File: config.mk
export PLATFORM = sky130hd
export DESIGN_NAME = hisr_core
export DESIGN_NICKNAME = d
export VERILOG_FILES = /design/src/shared/hisr_pkg.sv /design/src/core/hisr_feature.sv /design/src/core/hisr_core.sv
export SDC_FILE = /design/constraint.sdc
export NUM_CORES = 1
export LEC_CHECK = 0
export ABC_CLOCK_PERIOD_IN_PS = 5240
export BUFFER_PORTS_ARGS = -buffer_cell sky130_fd_sc_hd__buf_2
export CAP_MARGIN = 25
export CORE_ASPECT_RATIO = 0.7
export CORE_MARGIN = 4
export CORE_UTILIZATION = 61
export CTS_BUF_LIST = sky130_fd_sc_hd__clkbuf_8
export CTS_CLUSTER_SIZE = 20
export DETAILED_ROUTE_END_ITERATION = 6
export PLACE_DENSITY_LB_ADDON = 0.08
export SETUP_SLACK_MARGIN = 0.02
export SLEW_MARGIN = 20
export SYNTH_ARGS = -nofsm -noshare
export SYNTH_HDL_FRONTEND = slang
export SYNTH_SLANG_ARGS = --single-unit
File: constraint.sdc
create_clock -name core_clk -period 5.24 [get_ports core_clk]
set_clock_uncertainty 0.1 [all_clocks]
set_input_delay 0.262 -clock core_clk [delete_from_list [all_inputs] [get_ports core_clk]]
set_output_delay 0.262 -clock core_clk [all_outputs]
set_load 0.01 [all_outputs]
File: src/shared/hisr_pkg.sv
/*
 Constants for the HID status report builder and the indirect register
 access decoder: report layout, flag positions, report identifiers and
 timing figures.
 Assumes a 100 MHz core clock.
*/
package hisr_pkg;
   // ===========================================================
   // Status report layout
   localparam int REP_LEN = 36;
   localparam int REP_HDR = 4;
   localparam int DATA_MAX = 32;
   localparam int FLAG_REQ_ERR = 0;
   localparam int FLAG_NACK = 1;
   localparam int FLAG_ARB = 2;
   localparam int FLAG_TMO = 3;
   localparam logic [7:0] RSVD_BYTE = 8'h00;
   // ===========================================================
   // Feature reports
   localparam logic [7:0] ID_REG_WRITE = 8'h3C;
   localparam logic [7:0] ID_RD_ADDR = 8'h4B;
   localparam logic [7:0] ID_REG_READ = 8'h5A;
   localparam logic [2:0] LEN_REG_WRITE = 3'h5;
   localparam logic [2:0] LEN_RD_ADDR = 3'h3;
   localparam logic [2:0] LEN_REG_READ = 3'h3;
   // ===========================================================
   // Timing
   localparam int CLK_PERIOD_NS = 10;
   localparam int BUS_IDLE_MS = 256;
   localparam int BYTE_MS = 10;
   localparam int BUS_IDLE_CYC = BUS_IDLE_MS * (1000000 / CLK_PERIOD_NS);
   localparam int BYTE_CYC = BYTE_MS * (1000000 / CLK_PERIOD_NS);
   // ===========================================================
   // Sequencer states
   typedef enum logic [3:0] {
      ST_IDLE = 4'h1,
      ST_WAITBUS = 4'h2,
      ST_XFER = 4'h4,
      ST_REPORT = 4'h8
   } hisr_state_t;
endpackage : hisr_pkg

File: src/core/hisr_feature.sv
/*
 Decoder for the three control-endpoint feature reports: register write,
 read address load and register read.
 Assumes a whole report is presented for one cycle with its length, and
 that register contents answer combinationally to the read address.
*/
`timescale 1ns/1ps
module hisr_feature
   import hisr_pkg::*;
(
   input wire logic core_clk,
   input wire logic rstn,
   input wire logic featValid,
   input wire logic [2:0] featLen,
   input wire logic [7:0] featId,
   input wire logic [7:0] featByte1,
   input wire logic [7:0] featByte2,
   input wire logic [7:0] featByte3,
   input wire logic [7:0] featByte4,
   input wire logic [15:0] regRdData,
   output logic regWrEn,
   output logic [15:0] regWrAddr,
   output logic [15:0] regWrData,
   output logic [15:0] regRdAddr,
   output logic featRdValid,
   output logic [7:0] featRdLo,
   output logic [7:0] featRdHi
);
   // ===========================================================
   // State
   typedef struct packed {
      logic wrEn;
      logic [15:0] wrAddr;
      logic [15:0] wrData;
      logic [15:0] rdAddr;
      logic rdValid;
      logic [15:0] rdData;
   } hisr_feat_t;

   hisr_feat_t s_q;
   hisr_feat_t s_d;

   always_comb begin
      s_d = s_q;
      s_d.wrEn = 1'b0;
      s_d.rdValid = 1'b0;
      if (featValid) begin
         case (featId)
            ID_REG_WRITE: begin
               if (featLen == LEN_REG_WRITE) begin
                  s_d.wrEn = 1'b1;
                  s_d.wrAddr = {featByte2, featByte1};
                  s_d.wrData = {featByte4, featByte3};
               end
            end
            ID_RD_ADDR: begin
               if (featLen == LEN_RD_ADDR) begin
                  s_d.rdAddr = {featByte2, featByte1};
               end
            end
            ID_REG_READ: begin
               if (featLen == LEN_REG_READ) begin
                  s_d.rdValid = 1'b1;
                  s_d.rdData = regRdData;
               end
            end
            default: begin
               s_d.wrEn = 1'b0;
            end
         endcase
      end
   end

   always_ff @(posedge core_clk) begin
      if (!rstn) begin
         s_q <= '0;
      end else begin
         s_q <= s_d;
      end
   end

   assign regWrEn = s_q.wrEn;
   assign regWrAddr = s_q.wrAddr;
   assign regWrData = s_q.wrData;
   assign regRdAddr = s_q.rdAddr;
   assign featRdValid = s_q.rdValid;
   assign featRdLo = s_q.rdData[7:0];
   assign featRdHi = s_q.rdData[15:8];

   // ===========================================================
   // Checks
   default disable iff (!rstn);
   a_reg_write: assert property (@(posedge core_clk)
      featValid && featId == ID_REG_WRITE && featLen == LEN_REG_WRITE
      |=> regWrEn && regWrAddr == {$past(featByte2), $past(featByte1)}
          && regWrData == {$past(featByte4), $past(featByte3)})
      else $error("register write not issued as received");
   a_rdaddr_latch: assert property (@(posedge core_clk)
      featValid && featId == ID_RD_ADDR && featLen == LEN_RD_ADDR
      |=> regRdAddr == {$past(featByte2), $past(featByte1)} && !regWrEn)
      else $error("read address not latched");
   a_rd_return: assert property (@(posedge core_clk)
      featValid && featId == ID_REG_READ && featLen == LEN_REG_READ
      |=> featRdValid && {featRdHi, featRdLo} == $past(regRdData))
      else $error("register read data wrong");
   c_reg_read: cover property (@(posedge core_clk) disable iff (!rstn)
      featValid && featId == ID_RD_ADDR ##[1:20] featRdValid);
endmodule : hisr_feature

File: src/core/hisr_core.sv
/*
 Top of the HID I2C status and register access block: runs one I2C
 command against the bus engine, builds the 36-byte status report and
 hosts the feature report decoder.
 Assumes the command parser hands over sizes and sequence number, the bus
 engine reports per-byte progress and faults, and the IN endpoint pulls
 report bytes with a ready signal.
*/
`timescale 1ns/1ps
// Functional notes
// - Every I2C command gets a fixed 36-byte status report.
// - Flag bit 0 marks a malformed command, which is not executed.
// - Target NACK aborts the transfer and sets flag bit 1.
// - Lost arbitration aborts the transfer and sets flag bit 2.
// - Flag bit 3 on no idle bus in 256 ms or slow byte.
// - Upper flag nibble echoes the command's sequence number.
// - Report byte one counts bytes written, 0 to 32.
// - Report byte two counts bytes read; byte three reserved.
// - Report always holds 32 data bytes; host trusts only counted ones.
// - Register write report 0x3C stores 16-bit data at 16-bit address.
// - Report 0x4B latches the address for later register reads.
// - Report 0x5A returns contents at latched address, low byte first.
// - Every command is followed by exactly one status report.
module hisr_core
   import hisr_pkg::*;
#(
   parameter int unsigned BUS_IDLE_CYCLES = BUS_IDLE_CYC,
   parameter int unsigned BYTE_CYCLES = BYTE_CYC
)(
   input wire logic core_clk,
   input wire logic rstn,
   input wire logic cmdValid,
   input wire logic [3:0] cmdSeq,
   input wire logic [7:0] cmdWrSize,
   input wire logic [7:0] cmdRdSize,
   output logic cmdReady,
   input wire logic engBusIdle,
   input wire logic engByteDone,
   input wire logic engByteRd,
   input wire logic [7:0] engRdByte,
   input wire logic engNack,
   input wire logic engArbLost,
   input wire logic engDone,
   output logic engStart,
   output logic engAbort,
   output logic [5:0] engWrSize,
   output logic [5:0] engRdSize,
   output logic repValid,
   output logic [7:0] repByte,
   output logic repLast,
   input wire logic repReady,
   input wire logic featValid,
   input wire logic [2:0] featLen,
   input wire logic [7:0] featId,
   input wire logic [7:0] featByte1,
   input wire logic [7:0] featByte2,
   input wire logic [7:0] featByte3,
   input wire logic [7:0] featByte4,
   input wire logic [15:0] regRdData,
   output logic regWrEn,
   output logic [15:0] regWrAddr,
   output logic [15:0] regWrData,
   output logic [15:0] regRdAddr,
   output logic featRdValid,
   output logic [7:0] featRdLo,
   output logic [7:0] featRdHi
);
   // ===========================================================
   // State
   typedef struct packed {
      hisr_state_t st;
      logic [3:0] flags;
      logic [3:0] seq;
      logic [5:0] wrCnt;
      logic [5:0] rdCnt;
      logic [31:0] tmr;
      logic [5:0] idx;
      logic [DATA_MAX-1:0][7:0] rdData;
      logic engStart;
      logic engAbort;
      logic [5:0] engWrSize;
      logic [5:0] engRdSize;
      logic repValid;
      logic [7:0] repByte;
      logic repLast;
      logic cmdReady;
   } hisr_core_t;

   localparam logic [31:0] BUS_LIMIT = 32'(BUS_IDLE_CYCLES - 1);
   localparam logic [31:0] BYTE_LIMIT = 32'(BYTE_CYCLES - 1);
   localparam logic [5:0] LAST_IDX = 6'(REP_LEN - 1);
   localparam logic [7:0] SIZE_MAX = 8'(DATA_MAX);

   hisr_core_t s_q;
   hisr_core_t s_d;

   // Report byte at a given position
   function automatic logic [7:0] hisrByteAt(input logic [5:0] i,
                                             input hisr_core_t s);
      logic [5:0] j;
      j = i - 6'(REP_HDR);
      case (i)
         6'h00: hisrByteAt = {s.seq, s.flags};
         6'h01: hisrByteAt = {2'h0, s.wrCnt};
         6'h02: hisrByteAt = {2'h0, s.rdCnt};
         6'h03: hisrByteAt = RSVD_BYTE;
         default: hisrByteAt = s.rdData[j[4:0]];
      endcase
   endfunction : hisrByteAt

   // ===========================================================
   // Sequencer
   always_comb begin
      s_d = s_q;
      s_d.engStart = 1'b0;
      s_d.engAbort = 1'b0;
      case (s_q.st)
         ST_IDLE: begin
            if (cmdValid) begin
               s_d.seq = cmdSeq;
               s_d.flags = 4'h0;
               s_d.wrCnt = 6'h00;
               s_d.rdCnt = 6'h00;
               s_d.tmr = 32'h0;
               s_d.cmdReady = 1'b0;
               if (cmdWrSize > SIZE_MAX || cmdRdSize > SIZE_MAX) begin
                  s_d.flags[FLAG_REQ_ERR] = 1'b1;
                  s_d.st = ST_REPORT;
               end else begin
                  s_d.engWrSize = cmdWrSize[5:0];
                  s_d.engRdSize = cmdRdSize[5:0];
                  s_d.st = ST_WAITBUS;
               end
            end
         end
         ST_WAITBUS: begin
            if (engBusIdle) begin
               s_d.engStart = 1'b1;
               s_d.tmr = 32'h0;
               s_d.st = ST_XFER;
            end else if (s_q.tmr >= BUS_LIMIT) begin
               s_d.flags[FLAG_TMO] = 1'b1;
               s_d.st = ST_REPORT;
            end else begin
               s_d.tmr = s_q.tmr + 32'h1;
            end
         end
         ST_XFER: begin
            if (engNack) begin
               s_d.flags[FLAG_NACK] = 1'b1;
               s_d.engAbort = 1'b1;
               s_d.st = ST_REPORT;
            end else if (engArbLost) begin
               s_d.flags[FLAG_ARB] = 1'b1;
               s_d.engAbort = 1'b1;
               s_d.st = ST_REPORT;
            end else if (s_q.tmr >= BYTE_LIMIT) begin
               s_d.flags[FLAG_TMO] = 1'b1;
               s_d.engAbort = 1'b1;
               s_d.st = ST_REPORT;
            end else begin
               s_d.tmr = s_q.tmr + 32'h1;
               if (engByteDone) begin
                  s_d.tmr = 32'h0;
                  if (engByteRd && s_q.rdCnt < 6'(DATA_MAX)) begin
                     s_d.rdData[s_q.rdCnt[4:0]] = engRdByte;
                     s_d.rdCnt = s_q.rdCnt + 6'h01;
                  end else if (!engByteRd && s_q.wrCnt < 6'(DATA_MAX)) begin
                     s_d.wrCnt = s_q.wrCnt + 6'h01;
                  end
               end
               if (engDone) begin
                  s_d.st = ST_REPORT;
               end
            end
         end
         ST_REPORT: begin
            if (repReady) begin
               if (s_q.idx == LAST_IDX) begin
                  s_d.repValid = 1'b0;
                  s_d.repLast = 1'b0;
                  s_d.cmdReady = 1'b1;
                  s_d.st = ST_IDLE;
               end else begin
                  s_d.idx = s_q.idx + 6'h01;
                  s_d.repByte = hisrByteAt(s_q.idx + 6'h01, s_q);
                  s_d.repLast = (s_q.idx + 6'h01 == LAST_IDX);
               end
            end
         end
         default: begin
            s_d.st = ST_IDLE;
         end
      endcase
      // Load the first report byte on entry
      if (s_d.st == ST_REPORT && s_q.st != ST_REPORT) begin
         s_d.idx = 6'h00;
         s_d.repValid = 1'b1;
         s_d.repLast = 1'b0;
         s_d.repByte = hisrByteAt(6'h00, s_d);
      end
   end

   always_ff @(posedge core_clk) begin
      if (!rstn) begin
         s_q <= '0;
         s_q.st <= ST_IDLE;
         s_q.cmdReady <= 1'b1;
      end else begin
         s_q <= s_d;
      end
   end

   assign cmdReady = s_q.cmdReady;
   assign engStart = s_q.engStart;
   assign engAbort = s_q.engAbort;
   assign engWrSize = s_q.engWrSize;
   assign engRdSize = s_q.engRdSize;
   assign repValid = s_q.repValid;
   assign repByte = s_q.repByte;
   assign repLast = s_q.repLast;

   // ===========================================================
   // Feature reports
   hisr_feature u_feature (
      .core_clk(core_clk),
      .rstn(rstn),
      .featValid(featValid),
      .featLen(featLen),
      .featId(featId),
      .featByte1(featByte1),
      .featByte2(featByte2),
      .featByte3(featByte3),
      .featByte4(featByte4),
      .regRdData(regRdData),
      .regWrEn(regWrEn),
      .regWrAddr(regWrAddr),
      .regWrData(regWrData),
      .regRdAddr(regRdAddr),
      .featRdValid(featRdValid),
      .featRdLo(featRdLo),
      .featRdHi(featRdHi)
   );

   // ===========================================================
   // Checks
   logic [7:0] beatCnt;
   always_ff @(posedge core_clk) begin
      if (!rstn || (repValid && repReady && repLast)) begin
         beatCnt <= 8'h00;
      end else if (repValid && repReady) begin
         beatCnt <= beatCnt + 8'h01;
      end
   end
   default disable iff (!rstn);
   a_report_len: assert property (@(posedge core_clk)
      repValid && repReady && repLast |-> beatCnt == 8'(REP_LEN - 1))
      else $error("status report length is not 36");
   a_bad_size: assert property (@(posedge core_clk)
      cmdValid && cmdReady && (cmdWrSize > SIZE_MAX || cmdRdSize > SIZE_MAX)
      |=> repValid && repByte == {$past(cmdSeq), 4'h1} && !engStart)
      else $error("malformed command not refused");
   a_nack_abort: assert property (@(posedge core_clk)
      s_q.st == ST_XFER && engNack
      |=> engAbort && repValid && repByte[FLAG_NACK])
      else $error("nack did not abort");
   a_arb_abort: assert property (@(posedge core_clk)
      s_q.st == ST_XFER && engArbLost && !engNack
      |=> engAbort && repByte[FLAG_ARB] && !repByte[FLAG_NACK])
      else $error("lost arbitration did not abort");
   a_bus_tmo: assert property (@(posedge core_clk)
      s_q.st == ST_WAITBUS && !engBusIdle && s_q.tmr == BUS_LIMIT
      |=> repValid && repByte[FLAG_TMO] && !engStart)
      else $error("bus idle timeout missed");
   a_seq_echo: assert property (@(posedge core_clk)
      cmdValid && cmdReady |=> s_q.seq == $past(cmdSeq)
      && (!repValid || repByte[7:4] == $past(cmdSeq)))
      else $error("sequence number not echoed");
   a_count_range: assert property (@(posedge core_clk)
      repValid && repReady && s_q.idx == 6'h00
      |=> repByte == {2'h0, s_q.wrCnt} && repByte <= SIZE_MAX)
      else $error("written count out of range");
   a_report_follows: assert property (@(posedge core_clk)
      s_q.st == ST_XFER && engDone |=> repValid && repByte[7:4] == s_q.seq)
      else $error("no report after command");
   a_clean_flags: assert property (@(posedge core_clk)
      s_q.st == ST_XFER && engDone && !engNack && !engArbLost
      && s_q.tmr < BYTE_LIMIT |=> repByte[3:0] == 4'h0)
      else $error("fault flags set on clean command");
   c_clean_cmd: cover property (@(posedge core_clk) disable iff (!rstn)
      engStart ##[1:100] (repValid && repLast && repReady));
   c_bad_cmd: cover property (@(posedge core_clk) disable iff (!rstn)
      repValid && repByte[FLAG_REQ_ERR]);
   c_nack: cover property (@(posedge core_clk) disable iff (!rstn)
      engAbort && repByte[FLAG_NACK]);
endmodule : hisr_core

==> load_flow_metrics.sql <==
INSERT INTO impl_metrics (metric_group, metric, value, unit) VALUES
('global_routing', 'groute.usage.overall', '0.311', ''),
('clock_network', 'clk_transition_reported_paths', '70', 'ps'),
('setup_path', 'worstSetupEndpointType', 'flip-flop', ''),
('yosys', 'syn_nets', '1987', ''),
('run_status', 'status', 'finished clean', ''),
('clock_network', 'cts_repair_resize_count', '0', ''),
('worst_hold_path', 'min_delay_worst_endpoint', 's_q[339]', ''),
('job', 'cap_viol_max_count', '0', ''),
('setup_path', 'setup.worst_path.class', 'reg2reg', ''),
('setup_path', 'regToRegSetupSlack', '1390', 'ps'),
('layout', 'nNetsFinal', '2165', ''),
('worst_hold_path', 'hold_class', 'in2reg', ''),
('yosys', 'synthCells', '1876', ''),
('yosys', 'synth.yosys.warnings', '0', ''),
('floorplan', 'die-area', '31500', 'um^2'),
('drt', 'avgViaCountPerCell', '6.29', ''),
('clock_network', 'holdBufCountCts', '78', ''),
('drt', 'ant_nets', '0', ''),
('yosys', 'synth_common_cells', '409 x sky130_fd_sc_hd__dfxtp_1, 279 x sky130_fd_sc_hd__o21ai_0, 277 x sky130_fd_sc_hd__nand3_1', ''),
('setup_path', 'critical_path_arrival', '4240', 'ps'),
('drt', 'vias', '15521', ''),
('yosys', 'synth-main-ff-cell', 'sky130_fd_sc_hd__dfxtp_1', ''),
('clock_network', 'tritoncts.num_buffers', '57', ''),
('floorplan', 'starting_utilization_of_the_core_area', '0.624', ''),
('sta', 'timing.setup.tns', '0', 'ps'),
('yosys', 'asyncSetResetFlopFracSynth', '0', ''),
('clock_network', 'post-cts-setup-buffers', '0', ''),
('placement', 'place.detailed.hpwl', '33200', 'um'),
('yosys', 'syn_std_cell_area', '17500', 'um^2'),
('global_routing', 'grt_pass1_vias', '14589', ''),
('setup_path', 'worstRegToRegCells', '12', ''),
('clock_network', 'clk_latency', '610', 'ps'),
('power', 'total_power', '0.00597', 'W'),
('power', 'peakVddDrop', '217', 'uV'),
('floorplan', 'std_cell_rows', '51', ''),
('yosys', 'synth_sequential_area_ratio', '0.469', ''),
('drt', 'routed_wirelength', '50400', 'um'),
('worst_hold_path', 'whs_path_depth', '3', ''),
('sta', 'finalCriticalPeriod', '3850', 'ps'),
('setup_path', 'timing.rr.end', 'repByte[7]', ''),
('clock_network', 'tritoncts', 'yes', ''),
('drt', 'first_pass_drt_iterations', '6', ''),
('yosys', 'netlist_top_cells_area', 'sky130_fd_sc_hd__dfxtp_1 47%, sky130_fd_sc_hd__mux4_2 8.5%, sky130_fd_sc_hd__o21ai_0 8.0%', ''),
('setup_path', 'critical_path.reg2reg.startpoint', 's_q[281]', ''),
('sta', 'setup_repair_after_global_routing_missed_its_margin', 'false', ''),
('sta', 'final.hold.worst_slack', '74.0', 'ps'),
('yosys', 'register_bit_count_reported_by_yosys', '409', ''),
('yosys', 'synth.largest_area_cell', 'sky130_fd_sc_hd__dfxtp_1', ''),
('power', 'power.density', '290', 'nW/um^2'),
('drt', 'routed_wire_length_per_instance', '20.4', 'um'),
('setup_path', 'worstSetupStartpoint', 's_q[281]', ''),
('yosys', 'syn_area_per_cell', '9.31', 'um^2'),
('floorplan', 'io-pin-count', '189', ''),
('floorplan', 'die_x', '210', 'um'),
('clock_network', 'clock_path_buffers', '3', ''),
('drt', 'drc', '0', ''),
('sta', 'worst-slew-pin-transition', '994', 'ps'),
('sta', 'finalSetupViolations', '0', ''),
('yosys', 'synth-edff-count', '0', ''),
('global_routing', 'grt_first_pass_wirelength', '79500', 'um'),
('sta', 'fmaxAchievable', '259', 'MHz'),
('placement', 'place.gp.congestion', '0.933', ''),
('yosys', 'synthMostInstantiatedCell', 'sky130_fd_sc_hd__dfxtp_1', ''),
('sta', 'hold_viol_final', '0', ''),
('global_routing', 'grt_max_degree', '110', ''),
('sta', 'timing_max_transition_violations_final', '0', ''),
('setup_path', 'critPathRequiredTime', '5620', 'ps'),
('floorplan', 'core_area', '28000', 'um^2'),
('layout', 'share_of_post_route_cells_with_drive_strength_above_1', '0.199', ''),
('drt', 'drtIter0Drc', '2013', ''),
('global_routing', 'gr_ovfl_total', '0', '');
cells by family (layout without fill, tap and decap cells):
kind of cell / after synthesis / in the layout / share of synthesized area
AO/OA/AOI/OAI: 468 / 468 / 0.157
other: 0 / 1 / 0
adder cells (fa/ha/maj): 13 / 13 / 0.00931
flip-flops: 409 / 409 / 0.469
multiplexers: 132 / 132 / 0.126
buffers and inverters: 203 / 423 / 0.0519
XOR/XNOR: 17 / 17 / 0.00852
AND/OR/NAND/NOR: 634 / 634 / 0.178
worst max-delay path by stage:
stage / endpoint / slack [ps] / cells after the start
5_1_grt: repByte[7] / 1120 / 12
3_5_place_dp: s_q[302] / 1370 / 9
6_report: repByte[7] / 1390 / 12
2_1_floorplan: repByte[7] / 1170 / 13
3_3_place_gp: s_q[154] / 1360 / 7
4_1_cts: repByte[7] / 1370 / 12
cell type report:
| cell class | count | area [um^2] |
|---|---|---|
| Inverter | 16 | 60.1 |
| Tap cell | 371 | 464 |
| Antenna cell | 1 | 2.50 |
| Sequential cell | 409 | 8190 |
| Clock inverter | 21 | 88.8 |
| Timing Repair Buffer | 306 | 2140 |
| Fill cell | 2050 | 7440 |
| Multi-Input combinational cell | 1264 | 8530 |
| Clock buffer | 80 | 1100 |
power by group:
part,total (W),internal (W),switching [W]
Clock,0.00254,0.00134,0.00120
Combinational,0.000289,0.000110,0.000179
Sequential,0.00314,0.00312,0.0000157
Total,0.00597,0.00458,0.00139
per-layer routing:
| metal | vias to the layer above | track usage | part of all wire |
|---|---|---|---|
| met5 | - | 0 | 0 |
| met4 | 0 | 0.0851 | 0.023 |
| met3 | 107 | 0.0671 | 0.10 |
| met2 | 723 | 0.464 | 0.43 |
| met1 | 7453 | 0.462 | 0.44 |
| li1 | 7238 | - | - |
cell usage in the layout (no fill, tap or decap), types with 10 or more instances in the layout:
master                          count
sky130_fd_sc_hd__buf_2            189
sky130_fd_sc_hd__dlygate4sd3_1     78
sky130_fd_sc_hd__nand2_1          142
sky130_fd_sc_hd__mux4_2            66
sky130_fd_sc_hd__nand3_1          277
sky130_fd_sc_hd__inv_1             30
sky130_fd_sc_hd__a21oi_1           63
sky130_fd_sc_hd__o2111ai_2         18
sky130_fd_sc_hd__nor3_1            12
sky130_fd_sc_hd__nor2_1            94
sky130_fd_sc_hd__o2111ai_1         16
sky130_fd_sc_hd__mux2i_1           60
sky130_fd_sc_hd__buf_4             27
sky130_fd_sc_hd__o21ai_0          279
sky130_fd_sc_hd__and2_1            10
sky130_fd_sc_hd__nand4_1           22
sky130_fd_sc_hd__dfxtp_1          408
sky130_fd_sc_hd__and3_1            10
sky130_fd_sc_hd__or4_1             14
sky130_fd_sc_hd__ha_1              12
sky130_fd_sc_hd__a31oi_1           16
sky130_fd_sc_hd__a22oi_1           12
sky130_fd_sc_hd__clkbuf_8          81
flip-flops by register name, summed over array words and instances (netlist names):
name                   flops
u_feature.featRdLo         8
engWrSize                  6
u_feature.featRdHi         8
u_feature.featRdValid      1
repByte                    8
u_feature.regWrEn          1
repValid                   1
u_feature.regWrAddr       16
engAbort                   1
u_feature.regWrData       16
u_feature.regRdAddr       16
engStart                   1
s_q                      318
repLast                    1
cmdReady                   1
engRdSize                  6
critical path: stages (launching register included):
cell and delay, ps:
sky130_fd_sc_hd__dfxtp_4 700, sky130_fd_sc_hd__ha_1 460, sky130_fd_sc_hd__xor2_4 170, sky130_fd_sc_hd__inv_1 140
sky130_fd_sc_hd__ha_1 240, sky130_fd_sc_hd__xor2_1 170, sky130_fd_sc_hd__xnor2_2 420, sky130_fd_sc_hd__buf_4 310
sky130_fd_sc_hd__mux4_2 530, sky130_fd_sc_hd__mux2i_1 210, sky130_fd_sc_hd__o21ai_0 100, sky130_fd_sc_hd__nand3_1 100
sky130_fd_sc_hd__nand3_1 80
through the flow:
| step | instances | utilization | worst slack, ps | instance area [um^2] |
|---|---|---|---|---|
| CTS | 2463 | 0.729 | 1370 | 20400 |
| floorplan | 1876 | - | 1170 | 17500 |
| finish | 2468 | 0.735 | 1390 | 20600 |
| detailed placement | 2284 | 0.659 | 1370 | 18500 |
| global placement | 2267 | 0.651 | 1360 | 18200 |
| global route | 2467 | 0.734 | 1120 | 20600 |
Note: power is estimated with default switching activity, not from simulation.
